`config.mk`:
```
export PLATFORM = sky130hd
export DESIGN_NAME = dru_top
export DESIGN_NICKNAME = d
export VERILOG_FILES = /design/src/rtl/dru_pkg.sv /design/src/rtl/dru_fault_if.sv /design/src/rtl/dru_top.sv /design/src/rtl/dru_ticker.sv /design/src/rtl/dru_reader.sv
export SDC_FILE = /design/constraint.sdc
export NUM_CORES = 1
export LEC_CHECK = 0
export BUFFER_PORTS_ARGS = -buffer_cell sky130_fd_sc_hd__buf_2
export CAP_MARGIN = 25
export CORE_UTILIZATION = 60
export DETAILED_ROUTE_END_ITERATION = 10
export PLACE_DENSITY = 0.92
export SYNTH_ARGS = -nofsm -noshare
export SYNTH_HDL_FRONTEND = slang
export SYNTH_SLANG_ARGS = --single-unit
```
`constraint.sdc`:
```
create_clock -name core_clk_i -period 3.2 [get_ports core_clk_i]
set_input_delay 0.32 -clock core_clk_i [delete_from_list [all_inputs] [get_ports core_clk_i]]
set_output_delay 0.32 -clock core_clk_i [all_outputs]
set_load 0.01 [all_outputs]
```
`src/rtl/dru_pkg.sv`:
```
package dru_pkg;
  // record access selectors
  localparam logic [7:0]  REC_NUM_HEAD   = 8'h00;
  localparam logic [7:0]  REC_NUM_FULL   = 8'h01;
  localparam logic [15:0] OBJ_IDX_HEAD   = 16'h2F00;
  localparam logic [15:0] OBJ_IDX_FULL   = 16'h2F01;
  localparam logic [15:0] ETH_IDX        = 16'h5005;
  localparam logic [7:0]  ETH_SUB_FIRST  = 8'h02;
  localparam logic [7:0]  ETH_SUB_DETAIL = 8'h0A;
  localparam logic [7:0]  ETH_SUB_DLAST  = 8'h11;
  localparam logic [7:0]  ETH_SUB_TSTAMP = 8'h13;
  // record layout
  localparam int          REC_LEN        = 20;
  localparam int          REC_HEAD_LEN   = 4;
  localparam int          OFS_SUMMARY    = 0;
  localparam int          OFS_CLASS      = 1;
  localparam int          OFS_SPARE      = 2;
  localparam int          OFS_INTERNAL   = 3;
  localparam int          OFS_KIND       = 4;
  localparam int          OFS_DIAG_BITS_PER_CHANNEL     = 5;
  localparam int          OFS_CHANNEL_COUNT      = 6;
  localparam int          OFS_MAP        = 7;
  localparam int          OFS_DETAIL     = 8;
  localparam int          OFS_TSTAMP     = 16;
  // summary byte fields
  localparam int          SUM_MOD_FAIL   = 0;
  localparam int          SUM_EXT_ERR    = 2;
  localparam int          SUM_CH_ERR     = 3;
  localparam int          SUM_AUX_MISS   = 4;
  localparam int          SUM_CFG_ERR    = 7;
  // internal fault byte fields
  localparam int          INT_BUF_OVF    = 3;
  localparam int          INT_COMM_ERR   = 4;
  // channel detail byte 0 fields
  localparam int          DET_CFG_ERR    = 0;
  localparam int          DET_EXC_SHORT  = 3;
  localparam int          DET_UNDER      = 6;
  localparam int          DET_OVER       = 7;
  // fixed descriptor values
  localparam logic [3:0]  CLASS_ANALOG   = 4'h5;
  localparam int          CLASS_CHINFO   = 4;
  localparam logic [6:0]  KIND_DIG_IN    = 7'h70;
  localparam logic [6:0]  KIND_ANA_IN    = 7'h71;
  localparam logic [6:0]  KIND_DIG_OUT   = 7'h72;
  localparam logic [6:0]  KIND_ANA_OUT   = 7'h73;
  localparam logic [6:0]  KIND_ANA_IO    = 7'h74;
  localparam logic [6:0]  KIND_COUNTER   = 7'h76;
  localparam logic [7:0]  DIAG_BITS_PER_CHANNEL_VAL     = 8'h08;
  localparam logic [7:0]  CHANNEL_COUNT_VAL      = 8'h01;
  // reset values
  localparam logic [7:0]  RST_BYTE       = 8'h00;
  localparam logic [31:0] RST_TICK       = 32'h0000_0000;
  // timing
  localparam int          CLK_HZ         = 20_000_000;
  localparam int          TICK_NS        = 1000;
  localparam int          CLK_NS         = 1_000_000_000 / CLK_HZ;
  localparam int          TICK_CYCLES    = TICK_NS / CLK_NS;
  // access modes and interrupt states
  typedef enum logic [1:0] {
    ACC_RECORD = 2'b00,
    ACC_OBJECT = 2'b01,
    ACC_ETHSUB = 2'b10
  } dru_acc_t;
  typedef enum logic [1:0] {
    ST_IDLE  = 2'b00,
    ST_ALARM = 2'b01,
    ST_CLEAR = 2'b10
  } dru_state_t;
endpackage : dru_pkg

```
`src/rtl/dru_fault_if.sv`:
```
`timescale 1ns/10ps
// carries the event pulse and captured timestamp between the ticker and record logic
interface dru_fault_if;
  logic        event_p;
  logic [31:0] stamp;
  modport src (output event_p, output stamp);
  modport dst (input  event_p, input  stamp);
endinterface : dru_fault_if

```
`src/rtl/dru_top.sv`:
```
`timescale 1ns/10ps
module dru_top
  import dru_pkg::*;
#(
  parameter logic [6:0] CHANNEL_KIND = KIND_ANA_IN
) (
  input  wire logic        core_clk_i,
  input  wire logic        srst_i,
  input  wire logic        diag_irq_en_i,
  input  wire logic        aux_missing_i,
  input  wire logic        buf_overflow_i,
  input  wire logic        comm_error_i,
  input  wire logic        config_error_i,
  input  wire logic        range_under_i,
  input  wire logic        range_over_i,
  input  wire logic        exc_short_i,
  input  wire logic        module_failure_i,
  input  wire logic        external_error_i,
  input  wire logic        rd_req_i,
  input  dru_acc_t         acc_mode_i,
  input  wire logic [15:0] sel_i,
  input  wire logic [7:0]  sub_i,
  input  wire logic [4:0]  ofs_i,
  output logic             irq_coming_o,
  output logic             irq_going_o,
  output logic             irq_active_o,
  output logic             record_valid_o,
  output logic             module_fault_lamp_o,
  output logic [31:0]      tick_o,
  output logic             rd_ack_o,
  output logic             rd_err_o,
  output logic [7:0]       rd_data_o
);
  dru_fault_if fault_bus ();

  logic [5:0]  sync1_reg;
  logic [5:0]  sync2_reg;
  logic [2:0]  sync1b_reg;
  logic [2:0]  sync2b_reg;
  logic        cause_any;
  logic        coming_p;
  logic        going_p;
  dru_state_t  state_reg;
  dru_state_t  state_next;
  logic [7:0]  summary_reg;
  logic [7:0]  internal_reg;
  logic [7:0]  map_reg;
  logic [7:0]  detail0_reg;
  logic [31:0] stamp_reg;
  logic        valid_reg;
  logic [7:0]  class_byte;
  logic [7:0]  kind_byte;
  logic [REC_LEN*8-1:0] record;

  // two-flop synchronisers for the external cause levels
  always_ff @(posedge core_clk_i) begin
    if (srst_i) begin
      sync1_reg  <= 6'h00;
      sync2_reg  <= 6'h00;
      sync1b_reg <= 3'h0;
      sync2b_reg <= 3'h0;
    end else begin
      sync1_reg  <= {range_over_i, range_under_i, config_error_i,
                     comm_error_i, buf_overflow_i, aux_missing_i};
      sync2_reg  <= sync1_reg;
      sync1b_reg <= {exc_short_i, module_failure_i, external_error_i};
      sync2b_reg <= sync1b_reg;
    end
  end

  // any of the six causes
  assign cause_any = |sync2_reg;

  // interrupt state: idle, alarm active, going announced
  always_comb begin
    state_next = state_reg;
    case (state_reg)
      ST_IDLE: begin
        if (cause_any && diag_irq_en_i) state_next = ST_ALARM;
      end
      ST_ALARM: begin
        if (!cause_any) state_next = ST_CLEAR;
      end
      ST_CLEAR: begin
        state_next = (cause_any && diag_irq_en_i) ? ST_ALARM : ST_IDLE;
      end
      default: state_next = ST_IDLE;
    endcase
  end

  // event pulses derived from transitions
  assign coming_p = (state_reg != ST_ALARM) && (state_next == ST_ALARM);
  assign going_p  = (state_reg == ST_ALARM) && (state_next == ST_CLEAR);

  always_ff @(posedge core_clk_i) begin
    if (srst_i) state_reg <= ST_IDLE;
    else        state_reg <= state_next;
  end

  // interrupt pulses and lamp
  always_ff @(posedge core_clk_i) begin
    if (srst_i) begin
      irq_coming_o        <= 1'b0;
      irq_going_o         <= 1'b0;
      module_fault_lamp_o <= 1'b0;
    end else begin
      irq_coming_o        <= coming_p;
      irq_going_o         <= going_p;
      module_fault_lamp_o <= (state_next == ST_ALARM);
    end
  end
  assign irq_active_o = module_fault_lamp_o;

  // timestamp capture at each incoming interrupt
  dru_ticker u_ticker (
    .core_clk_i (core_clk_i),
    .srst_i     (srst_i),
    .capture_i  (coming_p),
    .tick_o     (tick_o),
    .fault_src  (fault_bus)
  );

  // fault bytes follow the synchronised causes every cycle; stamp held from the event
  always_ff @(posedge core_clk_i) begin
    if (srst_i) begin
      summary_reg  <= RST_BYTE;
      internal_reg <= RST_BYTE;
      map_reg      <= RST_BYTE;
      detail0_reg  <= RST_BYTE;
      stamp_reg    <= RST_TICK;
      valid_reg    <= 1'b0;
    end else begin
      if (fault_bus.event_p) begin
        stamp_reg <= fault_bus.stamp;
        valid_reg <= 1'b1;
      end
      summary_reg  <= RST_BYTE;
      summary_reg[SUM_MOD_FAIL] <= sync2b_reg[1];
      summary_reg[SUM_EXT_ERR]  <= sync2b_reg[0];
      summary_reg[SUM_CH_ERR]   <= |map_next();
      summary_reg[SUM_AUX_MISS] <= sync2_reg[0];
      summary_reg[SUM_CFG_ERR]  <= sync2_reg[3];
      internal_reg <= RST_BYTE;
      internal_reg[INT_BUF_OVF]  <= sync2_reg[1];
      internal_reg[INT_COMM_ERR] <= sync2_reg[2];
      map_reg     <= map_next();
      detail0_reg <= detail_next();
    end
  end

  // channel 0 detail bits from the synchronised causes
  function automatic logic [7:0] detail_next();
    logic [7:0] d;
    d = RST_BYTE;
    d[DET_CFG_ERR]   = sync2_reg[3];
    d[DET_EXC_SHORT] = sync2b_reg[2];
    d[DET_UNDER]     = sync2_reg[4];
    d[DET_OVER]      = sync2_reg[5];
    return d;
  endfunction : detail_next

  // channel map: bit 0 set while channel 0 reports any error
  function automatic logic [7:0] map_next();
    logic [7:0] m;
    m = RST_BYTE;
    m[0] = |detail_next();
    return m;
  endfunction : map_next

  // fixed descriptor bytes
  assign class_byte = {3'b000, 1'b1, CLASS_ANALOG};
  assign kind_byte  = {1'b0, CHANNEL_KIND};

  // record image, byte 0 in the low bits
  assign record = {stamp_reg,
                   56'h0000_0000_0000_00, detail0_reg,
                   map_reg, CHANNEL_COUNT_VAL, DIAG_BITS_PER_CHANNEL_VAL,
                   kind_byte, internal_reg, RST_BYTE,
                   class_byte, summary_reg};

  assign record_valid_o = valid_reg;

  // record reader for all three access paths
  dru_reader u_reader (
    .core_clk_i (core_clk_i),
    .srst_i     (srst_i),
    .rd_req_i   (rd_req_i),
    .acc_mode_i (acc_mode_i),
    .sel_i      (sel_i),
    .sub_i      (sub_i),
    .ofs_i      (ofs_i),
    .record_i   (record),
    .rd_ack_o   (rd_ack_o),
    .rd_err_o   (rd_err_o),
    .rd_data_o  (rd_data_o)
  );
endmodule : dru_top

```
`src/rtl/dru_ticker.sv`:
```
`timescale 1ns/10ps
// microsecond ticker with capture on a diagnostic event
module dru_ticker
  import dru_pkg::*;
#(
  parameter int TICK_DIV = TICK_CYCLES
) (
  input  wire logic core_clk_i,
  input  wire logic srst_i,
  input  wire logic capture_i,
  output logic [31:0] tick_o,
  dru_fault_if.src  fault_src
);
  logic [$clog2(TICK_DIV+1)-1:0] div_reg;
  logic [31:0]                   stamp_reg;
  logic                          us_en;
  logic                          ev_reg;

  // one-cycle enable each microsecond
  assign us_en = (div_reg == ($clog2(TICK_DIV+1))'(TICK_DIV - 1));

  // divider and wrapping 32-bit counter from zero
  always_ff @(posedge core_clk_i) begin
    if (srst_i) begin
      div_reg <= '0;
      tick_o  <= RST_TICK;
    end else begin
      div_reg <= us_en ? '0 : div_reg + 1'b1;
      if (us_en) tick_o <= tick_o + 32'h0000_0001;
    end
  end

  // capture the ticker at the event
  always_ff @(posedge core_clk_i) begin
    if (srst_i) begin
      stamp_reg <= RST_TICK;
      ev_reg    <= 1'b0;
    end else begin
      ev_reg <= capture_i;
      if (capture_i) stamp_reg <= tick_o;
    end
  end

  assign fault_src.event_p = ev_reg;
  assign fault_src.stamp   = stamp_reg;
endmodule : dru_ticker

```
`src/rtl/dru_reader.sv`:
```
`timescale 1ns/10ps
// selects one record byte from access mode, selector and byte offset
module dru_reader
  import dru_pkg::*;
(
  input  wire logic       core_clk_i,
  input  wire logic       srst_i,
  input  wire logic       rd_req_i,
  input  dru_acc_t        acc_mode_i,
  input  wire logic [15:0] sel_i,
  input  wire logic [7:0]  sub_i,
  input  wire logic [4:0]  ofs_i,
  input  wire logic [REC_LEN*8-1:0] record_i,
  output logic            rd_ack_o,
  output logic            rd_err_o,
  output logic [7:0]      rd_data_o
);
  logic       hit;
  logic [4:0] pos;

  // map a subindex onto a record byte
  function automatic logic [4:0] sub_pos(input logic [7:0] s);
    if (s == ETH_SUB_TSTAMP)
      sub_pos = 5'(OFS_TSTAMP);
    else
      sub_pos = 5'(s - ETH_SUB_FIRST);
  endfunction : sub_pos

  // decode of the addressed byte and its legality
  assign pos = (acc_mode_i == ACC_ETHSUB) ? sub_pos(sub_i) : ofs_i;
  assign hit =
    (acc_mode_i == ACC_RECORD) ?
      ((sel_i[7:0] == REC_NUM_FULL && ofs_i < 5'(REC_LEN)) ||
       (sel_i[7:0] == REC_NUM_HEAD && ofs_i < 5'(REC_HEAD_LEN))) :
    (acc_mode_i == ACC_OBJECT) ?
      ((sel_i == OBJ_IDX_FULL && ofs_i < 5'(REC_LEN)) ||
       (sel_i == OBJ_IDX_HEAD && ofs_i < 5'(REC_HEAD_LEN))) :
    (acc_mode_i == ACC_ETHSUB) ?
      (sel_i == ETH_IDX &&
       ((sub_i >= ETH_SUB_FIRST && sub_i <= ETH_SUB_DLAST) ||
        sub_i == ETH_SUB_TSTAMP)) : 1'b0;

  // registered answer one cycle after the request
  always_ff @(posedge core_clk_i) begin
    if (srst_i) begin
      rd_ack_o  <= 1'b0;
      rd_err_o  <= 1'b0;
      rd_data_o <= RST_BYTE;
    end else begin
      rd_ack_o  <= rd_req_i;
      rd_err_o  <= rd_req_i & ~hit;
      if (rd_req_i) rd_data_o <= hit ? record_i[pos*8 +: 8] : RST_BYTE;
    end
  end
endmodule : dru_reader

```
# Yosys cells after proc, flatten, opt, wreduce, memory -nomap -nowiden
# Index checks and enable logic that the tools add are counted.
[word_totals]
register_bits = 167
input_bits = 44
[classes]
shift = 1
reduce_logical = 18
eq_ne = 13
mux = 10
n_bitwise = 2
n_addsub = 3
magnitude_cmp = 4
[ops]
columns = ["operator", "count"]
rows = [
  ["$shiftx 160x9->8", 1],
  ["$add 32x1->32 const B", 1],
  ["$eq 16x14->1 const B", 2],
  ["$eq 16x15->1 const B", 1],
  ["$mux 5", 2],
  ["$logic_and 1x1->1", 9],
  ["$eq 8x1->1 const B", 1],
  ["$eq 8x5->1 const B", 1],
  ["$ge 8x2->1 const B", 1],
  ["$le 8x5->1 const B", 1],
  ["$logic_not 8->1", 1],
  ["$mux 8", 1],
  ["$eq 2x1->1 const B", 3],
  ["$eq 2x2->1 const B", 3],
  ["$pmux 2 s3", 1],
  ["$reduce_or 6->1", 1],
  ["$add 5x1->5 const B", 1],
  ["$eq 5x5->1 const B", 1],
  ["$lt 5x3->1 const B", 1],
  ["$lt 5x5->1 const B", 1],
  ["$sub 5x2->5 const B", 1],
  ["$logic_not 2->1", 2],
  ["$mux 1", 4],
  ["$mux 2", 2],
  ["other kinds (6)", 8],
]

# Depth between registers and ports, before layout
# Gate-level depths: netlist of run 1.
[depth]
ltp_word = 9
ltp_mapped = 9
mapped_depth_nobuf = 8

# Cells and area by module
# Synthesis of run 1 repeated with hierarchy kept, for this count alone.
[unflattened]
cells_unflattened = 790
hier_area_um2 = 7282.0
[modules_own_cells]
columns = ["mod", "seq_area_each_um2", "instances", "cells_per_inst", "area_per_inst_um2"]
rows = [
  ["dru_ticker", 1401.3, 1, 305, 2895.3],
  ["dru_reader", 200.2, 1, 299, 2217.1],
  ["dru_top", 1321.3, 1, 186, 2169.6],
]

# Worst setup path after synthesis of run 1
# Ideal clock, no wire load.
[synth_path]
kind = "reg-to-reg"
from = "register u_ticker.div_reg[0]"
to = "register u_ticker.tick_o[28]"
n_path_buf = 1
slack_ns = 1.117
arrival_ns = 2.009
t_required_ns = 3.126
stages_incl_launch_ff = 9
setup_time_ns = 0.074
path_cell_list = "dfxtp_1 > ha_1 > and4bb_2 > buf_2 > and3_1 > and3_1 > nand3_2 > or4_1 > o21ai_0"
[synth_between]
elab_chain_len = 1
[synth_lines]
columns = ["item", "line_no", "rtl"]
rows = [
  ["from (decl)", "dru_ticker.sv:14", "logic [$clog2(TICK_DIV+1)-1:0] div_reg;"],
  ["from (signal assigned)", "dru_ticker.sv:28", "div_reg <= us_en ? '0 : div_reg + 1'b1;"],
  ["$eq 5x5->1", "dru_ticker.sv:20", "assign us_en = (div_reg == ($clog2(TICK_DIV+1))'(TICK_DIV - 1));"],
  ["to (signal assigned)", "dru_ticker.sv:29", "if (us_en) tick_o <= tick_o + 32'h0000_0001;"],
  ["to (decl)", "dru_ticker.sv:11", "output logic [31:0] tick_o,"],
]
# No other way between the ends.
# A chain may end at the register's enable or synchronous reset.

# Worst setup path after layout of run 1
[layout_path]
from = "register u_ticker.div_reg[0]"
to = "register u_ticker.tick_o[31]"
# Same word-level chain as after synthesis.

==> results.md, run 1 <==
- Post-CTS Setup Repair Bufs: 0
- Vias in the first global route: 5066
- CTS tree: done
- Met2 Use GR: between 50% and 60%
- Nets: between 700 and 800
- Pre-antenna DRT Iters: 5
- Asr flop ratio synth: 0%
- Placed Cells: roughly 850
- DRC Markers: 0
- Mapped Nets: about 710
- Min Tclk post-route: 2490 ps
- CP Capture Type: flip-flop
- Worst hold start: range_over_i
- Die area: just over 10000 µm²
- Most used DFF post-synth: dfxtp_1
- Most used routing layer: met2
- Synth cell types: 65
- Fin crit share: approximately 80%
- Most frequent cell after synthesis: dfxtp_1
- Switch share: 22.0%
- Largest net degree at the start of global routing: 63
- Area grow syn2layout: 20.0%
- Hold Path Stages: 2
- Die X-Extent: 102 µm
- Routed length per instance: roughly 18 µm
- Syn Inst Count: 659
- Global-route met1 utilization: between 30% and 40%
- R2r setup slk: a little over 700 ps
- Register area share after synthesis: approximately half
- Area share of the largest cell type after synthesis: between 40 and 50%
- M3 GR Usage: ~8%
- Worst-path clk slew: ~60 ps
- Worst Hold Slack: about 10 ps
- H-tree level count: 4
- Flops & latches, synth: between 100 and 150
- Dominant cell type by area after synthesis: dfxtp_1
- Setup TNS: 0 ps
- HPWL Detailed: between 9000 and 10000 µm
- Synth top cells by count: dfxtp_1 (145), nand2_1 (102), nor2_1 (74)
- Hold Crit Endpoint: sync1_reg[5]$_SDFF_PP0_
- Fin. max-slew vios: 0
- RR Startpoint: u_ticker.div_reg[0]$_SDFF_PP0_
- IO buf count: 90
- Share of layout cells above drive strength 1: between 10% and 20%
- Arrival time worst endpoint: between 2000 and 3000 ps
- Final WL: between 15000 and 20000 µm
- Avg Vias per Cell: about 6
- RSZ-0062 raised after global routing: no
- Peak supply drop: ~0.32 mV
- Number of routed nets with antenna violations: 0
- R2R cell count: 8
- CP Launch Type: flip-flop
- Max_cap viols: 0
- Static Leakage: between 2 and 3 nW
- Site Rows: 36
- Initial antenna violation count: 0
- Die height: between 100 and 150 µm
- Cts bufs inserted: 17
- Root buf cell: clkbuf_8
- Tot GR Track Use: 31.0%
- Outcome: finished clean
- Flop pwr share: ~44%
- Starting Density: between 60% and 70%
- Switching power: 0.922 mW
- Worst-path fanout max: 11
- Skew-Pair Late Insertion Delay: 540 ps
- Slew HR: 31.9%
- PwrDens: 584 nW/µm²
- Diodes inserted: 0
- Gr ovfl total: 0
- Hold_buf cts: 3
- R2r endpoint: u_ticker.tick_o[31]$_SDFFE_PP0P_
- Final-report setup violation count: 0
- Clk buf depth: 2
- Req. time, crit path: 3660 ps
- Final Skew: around 8 ps
- Clk pwr share: between 40% and 50%
- Non-Filler Instances: a little under 900
- 1st-iter DRT viols: approximately 440
- Syn Area/Cell: about 9.1 µm²
- Post-Synthesis Cell Area: between 5000 and 6000 µm²
- Sink Count: ~150
- Yosys warnings: 0
- Logic pwr share: between 6 and 7%
- Area of the core: between 9000 and 10000 µm²
- Number of synthesized flops with an enable pin: 0
- Critical path class: flip-flop to flip-flop
- Most area-consuming cells after synthesis: dfxtp_1 (49%), mux2i_1 (6.7%), nand2_1 (6.4%), nor2_1 (4.6%), a21oi_1 (3.6%)
- Int Pwr: 3.27 mW
- Hold Crit Class: input pin to flip-flop
- Worst Max-Slew Pin Slew: between 1000 and 1500 ps
- Via count: between 5000 and 6000
- Post-CTS sizing: 0
- Hold Vio Cnt, Final: 0
- Fmax: about 400 MHz
- Wire length of the first global-routing pass: 24400 µm
- IO Count: about 90
- Routability cong.: ~0.96
## worst max-delay path by stage
stage	cells past startpoint	to	slack (ps)	from
6_report	8	u_ticker.tick_o[31]$_SDFFE_PP0P_	710	u_ticker.div_reg[0]$_SDFF_PP0_
5_1_grt	8	u_ticker.tick_o[31]$_SDFFE_PP0P_	530	u_ticker.div_reg[0]$_SDFF_PP0_
3_3_place_gp	8	u_ticker.tick_o[31]$_SDFFE_PP0P_	880	u_ticker.div_reg[0]$_SDFF_PP0_
2_1_floorplan	8	u_ticker.tick_o[28]$_SDFFE_PP0P_	1120	u_ticker.div_reg[0]$_SDFF_PP0_
4_1_cts	8	u_ticker.tick_o[31]$_SDFFE_PP0P_	700	u_ticker.div_reg[0]$_SDFF_PP0_
3_5_place_dp	8	u_ticker.tick_o[31]$_SDFFE_PP0P_	730	u_ticker.div_reg[0]$_SDFF_PP0_
## through the flow
step           worst slack (ps)  instance area, µm²  total power, mW  utilization (%)
6_report                    708                7180             4.20             73.8
5_1_grt                     535                7180             4.30             73.8
4_1_cts                     698                7170             4.19             73.7
3_5_place_dp                734                6510             2.13             66.9
3_3_place_gp                880                6510             2.12             66.9
2_1_floorplan              1120                5980             2.05                -
## worst max-delay path, stage by stage, from the launching register on
cell      delay, ps
dfxtp_1         370
ha_1            240
and4bb_2        380
nand4_1         320
nor3b_1         320
buf_4           230
nand3_1         100
or3_1           320
a21oi_1         140
## power by group through the flow
| stage | sequential, mW | clock [mW] | combinational [mW] |
|---|---|---|---|
| after floorplan | 1.88 | 0 | 0.170 |
| after global placement | 1.89 | 0 | 0.230 |
| after detailed placement | 1.89 | 0 | 0.237 |
| after CTS | 1.85 | 2.09 | 0.246 |
| after global routing | 1.86 | 2.17 | 0.273 |
| final | 1.85 | 2.09 | 0.254 |
## logic make-up after synthesis
group | count (synthesis) | synth area share [%]
and+or+nand+nor | 304 | 25.3
DFF | 145 | 48.5
AOI/OAI and AO/OA | 92 | 10.2
muxes | 45 | 8.51
buffers and inverters | 43 | 2.84
xor gates and xnor gates | 27 | 3.95
adders and majority gates | 3 | 0.628
## cell usage in the layout (no fill, tap or decap), drive strengths merged, types with 11 or more instances in the layout
cell and n:
nand2 103, a21oi 43, xor2 19, clkbuf 24, and3 11, mux2i 40, o21ai 19, buf 96
nor2b 34, nand4 15, dfxtp 145, nor2 75, nand3 16
## layer usage
metal,wire (µm),part of all wire [%]
met2,7720,49
met3,1190,7.5
met4,622,3.9
met1,6310,40
met5,0,0
## area by class of cell
type                            instances  area, µm²
Clock buffer                           23        477
Fill cell                             624       2550
Timing Repair Buffer                  100        536
Tap cell                              133        166
Inverter                                8       30.0
Multi-Input combinational cell        471       2910
Sequential cell                       145       2900
Clock inverter                          9        153
Note: power is estimated with default switching activity, not from simulation.
==> run 2, diff against run 1 <==
--- a/config.mk
+++ b/config.mk
@@ -5,11 +5,12 @@
 export SDC_FILE = /design/constraint.sdc
 export NUM_CORES = 1
 export LEC_CHECK = 0
+export ABC_AREA = 1
 export BUFFER_PORTS_ARGS = -buffer_cell sky130_fd_sc_hd__buf_2
 export CAP_MARGIN = 25
-export CORE_UTILIZATION = 60
+export CORE_UTILIZATION = 57
 export DETAILED_ROUTE_END_ITERATION = 10
-export PLACE_DENSITY = 0.92
+export PLACE_DENSITY = 0.88
 export SYNTH_ARGS = -nofsm -noshare
 export SYNTH_HDL_FRONTEND = slang
 export SYNTH_SLANG_ARGS = --single-unit
==> constraint.sdc (replaced) <==
create_clock -name core_clk_i -period 2.4 [get_ports core_clk_i]
set_input_delay 0.24 -clock core_clk_i [delete_from_list [all_inputs] [get_ports core_clk_i]]
set_output_delay 0.24 -clock core_clk_i [all_outputs]
set_load 0.01 [all_outputs]
==> run 2 against run 1 <==
Effect of this change: clock skew shrank 0.53 ps; fmax grew 23%; flip-flop and latch count stayed put; largest cell class is now sequential cells.
==> results.md, run 2 <==
- Outcome: finished clean
- Die height: ~110 µm
- R2r setup slk: about 380 ps
- CP Capture Type: flip-flop
- Area grow syn2layout: 20.6%
- Area share of the largest cell type after synthesis: between 40% and 50%
- Tot GR Track Use: approximately 29%
- Number of synthesized flops with an enable pin: 0
- Skew-Pair Late Insertion Delay: roughly 520 ps
- Die area: approximately 11000 µm²
- Flop pwr share: 44.4%
- Worst Max-Slew Pin Slew: approximately 680 ps
- DRC Markers: 0
- Share of layout cells above drive strength 1: about 16%
- Hold Crit Class: input pin to flip-flop
- Vias in the first global route: about 5400
- Fin crit share: a little over four fifths
- Post-CTS Setup Repair Bufs: 0
- Number of routed nets with antenna violations: 0
- Mapped Nets: 929
- HPWL Detailed: roughly 11000 µm
- Sink Count: 145
- Yosys warnings: 0
- Placed Cells: between 1000 and 1500
- Logic pwr share: around 8.5%
- Slew HR: between 50 and 60%
- Hold Vio Cnt, Final: 0
- Most used DFF post-synth: dfxtp_1
- Asr flop ratio synth: 0%
- Non-Filler Instances: between 1000 and 1500
- Most frequent cells in the layout: nor2_1 (152), nand2_1 (146), dfxtp_1 (145)
- Synth top cells by count: nor2_1 (152), nand2_1 (146), dfxtp_1 (145)
- Setup WS pre-CTS: 428 ps
- Largest net degree at the start of global routing: 80
- Worst Hold Slack: roughly 130 ps
- Area of the core: between 10000 and 15000 µm²
- Cell mode on critical path: nor3_2
- Clk buf depth: 2
- Register area share after synthesis: 46.1%
- Via count: a little over 6000
- Routed length per instance: between 10 and 15 µm
- Dominant cell type by area after synthesis: dfxtp_1
- Site Rows: 38
- Most area-consuming cells after synthesis: dfxtp_1 (46%), nor2_1 (9.1%), nand2_1 (8.7%), o21ai_0 (6.4%), inv_1 (6.1%)
- 1st-iter DRT viols: around 490
- Avg Vias per Cell: between 5 and 6
- Req. time, crit path: about 2800 ps
- Switching power: roughly 1.4 mW
- Starting Density: just under 60%
- Arrival time worst endpoint: approximately 2400 ps
- Flops & latches, synth: ~150
- Routability cong.: slightly above 0.9
- Post-CTS sizing: 0
- CTS tree: done
- Fin. max-slew vios: 0
- Switch share: approximately 24%
- Critical path class: flip-flop to flip-flop
- Peak supply drop: between 0.4 and 0.5 mV
- IO Count: between 90 and 100
- Most common cell after layout, fill and taps aside: nor2_1
- Synth cell types: 38
- Cts bufs inserted: 17
- Root buf cell: clkbuf_8
- Worst-path clk slew: 60 ps
- Final Skew: 7.29 ps
- RSZ-0062 raised after global routing: no
- Syn Area/Cell: 7.15 µm²
- RR Startpoint: u_ticker.tick_o[1]$_SDFFE_PP0P_
- Final-report setup violation count: 0
- PwrDens: 765 nW/µm²
- Static Leakage: between 3 and 4 nW
- CP Launch Type: flip-flop
- Most frequent cell after synthesis: nor2_1
- Fmax: 495 MHz
- Final worst setup slack: 379 ps
- R2R cell count: 9
- Crit. Startpoint: u_ticker.tick_o[1]$_SDFFE_PP0P_
- Critical path's slowest cell: dfxtp_1
- Crit path largest cell delay: between 400 and 500 ps
- Max_cap viols: 0
- Post-Synthesis Cell Area: about 6300 µm²
- Nets: 1026
- Clk pwr share: ~47%
- IO buf count: 90
- Wire length of the first global-routing pass: around 26000 µm
- Die X-Extent: approximately 110 µm
- Worst-path fanout max: 6
- Worst path cell trace: ha_1 -> nand3_1 -> nor2_2 -> nand2_2 -> nor3_2 -> nand3_2 -> nor3_2 -> xor2_1 -> nor2_1
- Int Pwr: approximately 4.4 mW
- Syn Inst Count: 882
- Setup TNS: 0 ps
- Final WL: between 15000 and 20000 µm
- CP endpoint: u_ticker.tick_o[22]$_SDFFE_PP0P_
- Diodes inserted: 0
- R2r endpoint: u_ticker.tick_o[22]$_SDFFE_PP0P_
- H-tree level count: 4
- Initial antenna violation count: 0
- Gr ovfl total: 0
- Min Tclk post-route: 2020 ps
- Pre-antenna DRT Iters: 5
-- run 2: cell count changes in the layout (fill, tap and decap cells not counted), moves of 13 or more --
cell and change:
a21oi_1 +25, nor3_1 +13, o21ai_0 +63, nand2_1 +44, nand3_1 +38, nor2_1 +78, inv_1 +94, nor2b_1 -34
mux2i_1 -40
-- run 2: stage by stage --
stage	util, %	area, µm²	power (mW)
6_report	70.4	7600	5.82
5_1_grt	70.4	7600	6.01
4_1_cts	70.4	7600	5.83
3_5_place_dp	63.8	6890	3.10
3_3_place_gp	63.8	6890	3.09
2_1_floorplan	-	6300	2.95
-- run 2: how the worst min path moves through the flow --
stage                              from                            endpoint  slack, ps  cells after the start
2_1_floorplan                  rd_req_i  u_reader.rd_data_o[7]$_SDFFE_PP0P_        320                      1
3_3_place_gp   sync1b_reg[0]$_SDFF_PP0_            sync2b_reg[0]$_SDFF_PP0_        390                      2
3_5_place_dp    sync1_reg[1]$_SDFF_PP0_             sync2_reg[1]$_SDFF_PP0_        390                      2
4_1_cts                   acc_mode_i[1]        u_reader.rd_err_o$_SDFF_PP0_        100                      5
5_1_grt                   acc_mode_i[1]        u_reader.rd_err_o$_SDFF_PP0_        160                      5
6_report                  acc_mode_i[1]        u_reader.rd_err_o$_SDFF_PP0_        130                      5
-- run 2: power groups by stage --
| stage | combinational (mW) | clock [mW] | sequential [mW] |
|---|---|---|---|
| global placement | 0.459 | 0 | 2.63 |
| CTS | 0.490 | 2.75 | 2.58 |
| detailed placement | 0.469 | 0 | 2.63 |
| finish | 0.497 | 2.74 | 2.58 |
| global route | 0.564 | 2.86 | 2.59 |
| floorplan | 0.332 | 0 | 2.62 |
-- run 2: cells by family after synthesis --
kind of cell	Yosys count	share of synthesized area, %
and+or+nand+nor	420	29.7
AOI/OAI and AO/OA	163	13.4
buffers and inverters	139	8.50
xor gates and xnor gates	12	1.67
adders and majority gates	3	0.596
DFF	145	46.1
-- run 2: what timing repair did --
| item | CTS | global route |
|---|---|---|
| hold buffers | 10 | 0 |
| endpoints found under the hold margin | 11 | 0 |
| endpoints found under the setup margin | 0 | 0 |
-- run 2: final cells by class --
cell class,instances,area (µm²)
Clock inverter,13,185
Multi-Input combinational cell,598,2860
Clock buffer,18,428
Tap cell,140,175
Inverter,105,394
Timing Repair Buffer,112,653
Sequential cell,145,2900
Fill cell,854,3190
-- run 2: critical path, delay by kind of cell, from the launching register on --
family	cells	cell delay [ps]
DFF	1	460
and+or+nand+nor	7	1020
adders and majority gates	1	210
xor gates and xnor gates	1	180
-- run 2: layer usage --
metal  wire length, µm  share of wire [%]  global-route usage (%)  vias up
li1                  -                  -                       -     3037
met1              6990                 44                    37.5     2747
met3              1380                8.6                    6.50       36
met5                 0                  0                       0        -
met2              7330                 46                    45.7      278
met4               343                2.1                    11.0        0
==> run 3, diff against run 2 <==
--- a/config.mk
+++ b/config.mk
@@ -8,9 +8,9 @@
 export ABC_AREA = 1
 export BUFFER_PORTS_ARGS = -buffer_cell sky130_fd_sc_hd__buf_2
 export CAP_MARGIN = 25
-export CORE_UTILIZATION = 57
+export CORE_UTILIZATION = 51
 export DETAILED_ROUTE_END_ITERATION = 10
-export PLACE_DENSITY = 0.88
+export PLACE_DENSITY = 0.83
 export SYNTH_ARGS = -nofsm -noshare
 export SYNTH_HDL_FRONTEND = slang
 export SYNTH_SLANG_ARGS = --single-unit
==> constraint.sdc (replaced) <==
create_clock -name core_clk_i -period 1.8 [get_ports core_clk_i]
set_input_delay 0.18 -clock core_clk_i [delete_from_list [all_inputs] [get_ports core_clk_i]]
set_output_delay 0.18 -clock core_clk_i [all_outputs]
set_load 0.01 [all_outputs]
==> run 3 against run 2 <==
Effect of this change: total power up 32%; highest routed layer unchanged; sequential share of layout area fell by 1.8 points; worst hold slack gained 25 ps.
==> results.md, run 3 (synthesis gave the netlist of run 2 again) <==
- Outcome: finished clean
- CP Launch Type: flip-flop
- Worst Max-Slew Pin Slew: around 660 ps
- RSZ-0062 raised after global routing: yes
- Worst-path fanout max: 4
- Metal2 WL: between 7000 and 8000 µm
- PwrDens: ~960 nW/µm²
- Max_cap viols: 0
- Root buf cell: clkbuf_16
- Fill cell count: 982
- CTS tree: done
- Share of layout cells above drive strength 1: 20.9%
- Tot GR Track Use: roughly 26%
- Wire length of the first global-routing pass: between 20000 and 30000 µm
- Area grow syn2layout: 27.1%
- IO buf count: 90
- Slew HR: a little under three fifths
- Nets: between 1000 and 1500
- Worst Hold Slack: 151 ps
- Pre-antenna DRT Iters: 5
- Skew-Pair Late Insertion Delay: approximately 420 ps
- Area of the core: about 12000 µm²
- Die area: ~13000 µm²
- Via count: between 6000 and 7000
- IO Count: around 90
- DRC Markers: 0
- Final-report setup violation count: 0
- Die X-Extent: 113 µm
- Final Skew: around 7.6 ps
- Hold Vio Cnt, Final: 0
- Critical path class: flip-flop to flip-flop
- Fmax: approximately 560 MHz
- Routed length per instance: 14.2 µm
- HPWL Detailed: ~11000 µm
- Starting Density: a little over half
- Most common cell after layout, fill and taps aside: nor2_1
- R2R cell count: 9
- Gr ovfl total: 0
- Placed Cells: about 1100
- Fin. max-slew vios: 0
- Sink Count: about 150
- Site Rows: 40
- Vias in the first global route: 5555
- Non-Filler Instances: 1173
- Peak supply drop: ~0.61 mV
- 1st-iter DRT viols: 510
- Min Tclk post-route: 1790 ps
- Layout Utilization: between 60% and 70%
- Initial antenna violation count: 0
- Routability cong.: roughly 0.95
- Arrival time worst endpoint: around 2100 ps
- Total power: 7.68 mW
- Met3 WL: about 1200 µm
- Final WL: between 15000 and 20000 µm
- Largest net degree at the start of global routing: 80
- Final worst setup slack: 14.5 ps
- Worst-path clk slew: 60 ps
- Most frequent cells in the layout: nor2_1 (151), nand2_1 (145), dfxtp_1 (138)
- Cts bufs inserted: 17
- Top sig layer: met4
- H-tree level count: 4
- Hold Crit Class: input pin to flip-flop
- Clk buf depth: 2
- Number of routed nets with antenna violations: 0
- Fin crit share: around 99%
- Hold Path Stages: 5
- Diodes inserted: 0
- Avg Vias per Cell: around 5.4
- Die height: about 110 µm
- CP Capture Type: flip-flop
- Setup WS pre-CTS: roughly 0.82 ps
- Static Leakage: around 3.6 nW
- Req. time, crit path: approximately 2100 ps
- Wire length on met1: 7180 µm
## run 3: cell count changes in the layout (fill, tap and decap cells not counted), sizes merged
| cell | change |
|---|---|
| buf | +34 |
| bufinv | -1 |
| clkbuf | +1 |
| clkinv | +2 |
| clkinvlp | -1 |
## run 3: final timing paths
check	start	end	slack, ps
min reg2reg	sync2b_reg[0]$_SDFF_PP0_	summary_reg[2]$_SDFF_PP0_	400
max reg2reg	u_ticker.tick_o[2]$_SDFFE_PP0P_	u_ticker.tick_o[23]$_SDFFE_PP0P_	10
min	acc_mode_i[1]	u_reader.rd_err_o$_SDFF_PP0_	150
max	u_ticker.tick_o[2]$_SDFFE_PP0P_	u_ticker.tick_o[23]$_SDFFE_PP0P_	10
## run 3: layer usage
layer / vias up / global-route usage, %
li1: 3109 / -
met1: 2855 / 33.0
met2: 274 / 41.8
met3: 43 / 5.52
met4: 0 / 10.6
met5: - / 0
## run 3: final cells by class
cell class / count / area [µm²] / area share, %
Tap cell: 147 / 184 / 2.30
Clock buffer: 19 / 433 / 5.40
Clock inverter: 13 / 161 / 2.01
Timing Repair Buffer: 146 / 946 / 11.8
Sequential cell: 145 / 2910 / 36.4
Multi-Input combinational cell: 598 / 2980 / 37.2
Inverter: 105 / 394 / 4.92
## run 3: worst max-delay path, stage by stage (launching register included)
cell and delay (ps):
dfxtp_1 410, nand3_2 180, nor2_4 170, nand2_2 90
nor2_4 160, nand3_2 120, nor2_4 140, nand2_2 80
nor4_2 230, nor2_1 80
## run 3: timing repair
| action | CTS | global route |
|---|---|---|
| pin swaps | 0 | 7 |
| buffers inserted | 0 | 4 |
| endpoints found under the hold margin | 10 | 0 |
| endpoints found under the setup margin | 4 | 16 |
| hold buffers | 10 | 0 |
| cloned | 0 | 0 |
| gates resized for setup | 2 | 28 |
## run 3: stage by stage
stage / instance area (µm²) / setup TNS (ps)
floorplan: 6300 / 0
global placement: 7160 / 0
detailed placement: 7160 / 0
CTS: 7860 / 0
global route: 8010 / -419
finish: 8010 / 0
## run 3: where the power goes
group,internal [mW],switching (mW),total (mW)
Combinational,0.266,0.432,0.697
Sequential,3.37,0.0715,3.44
Clock,2.18,1.36,3.54
Total,5.82,1.86,7.68
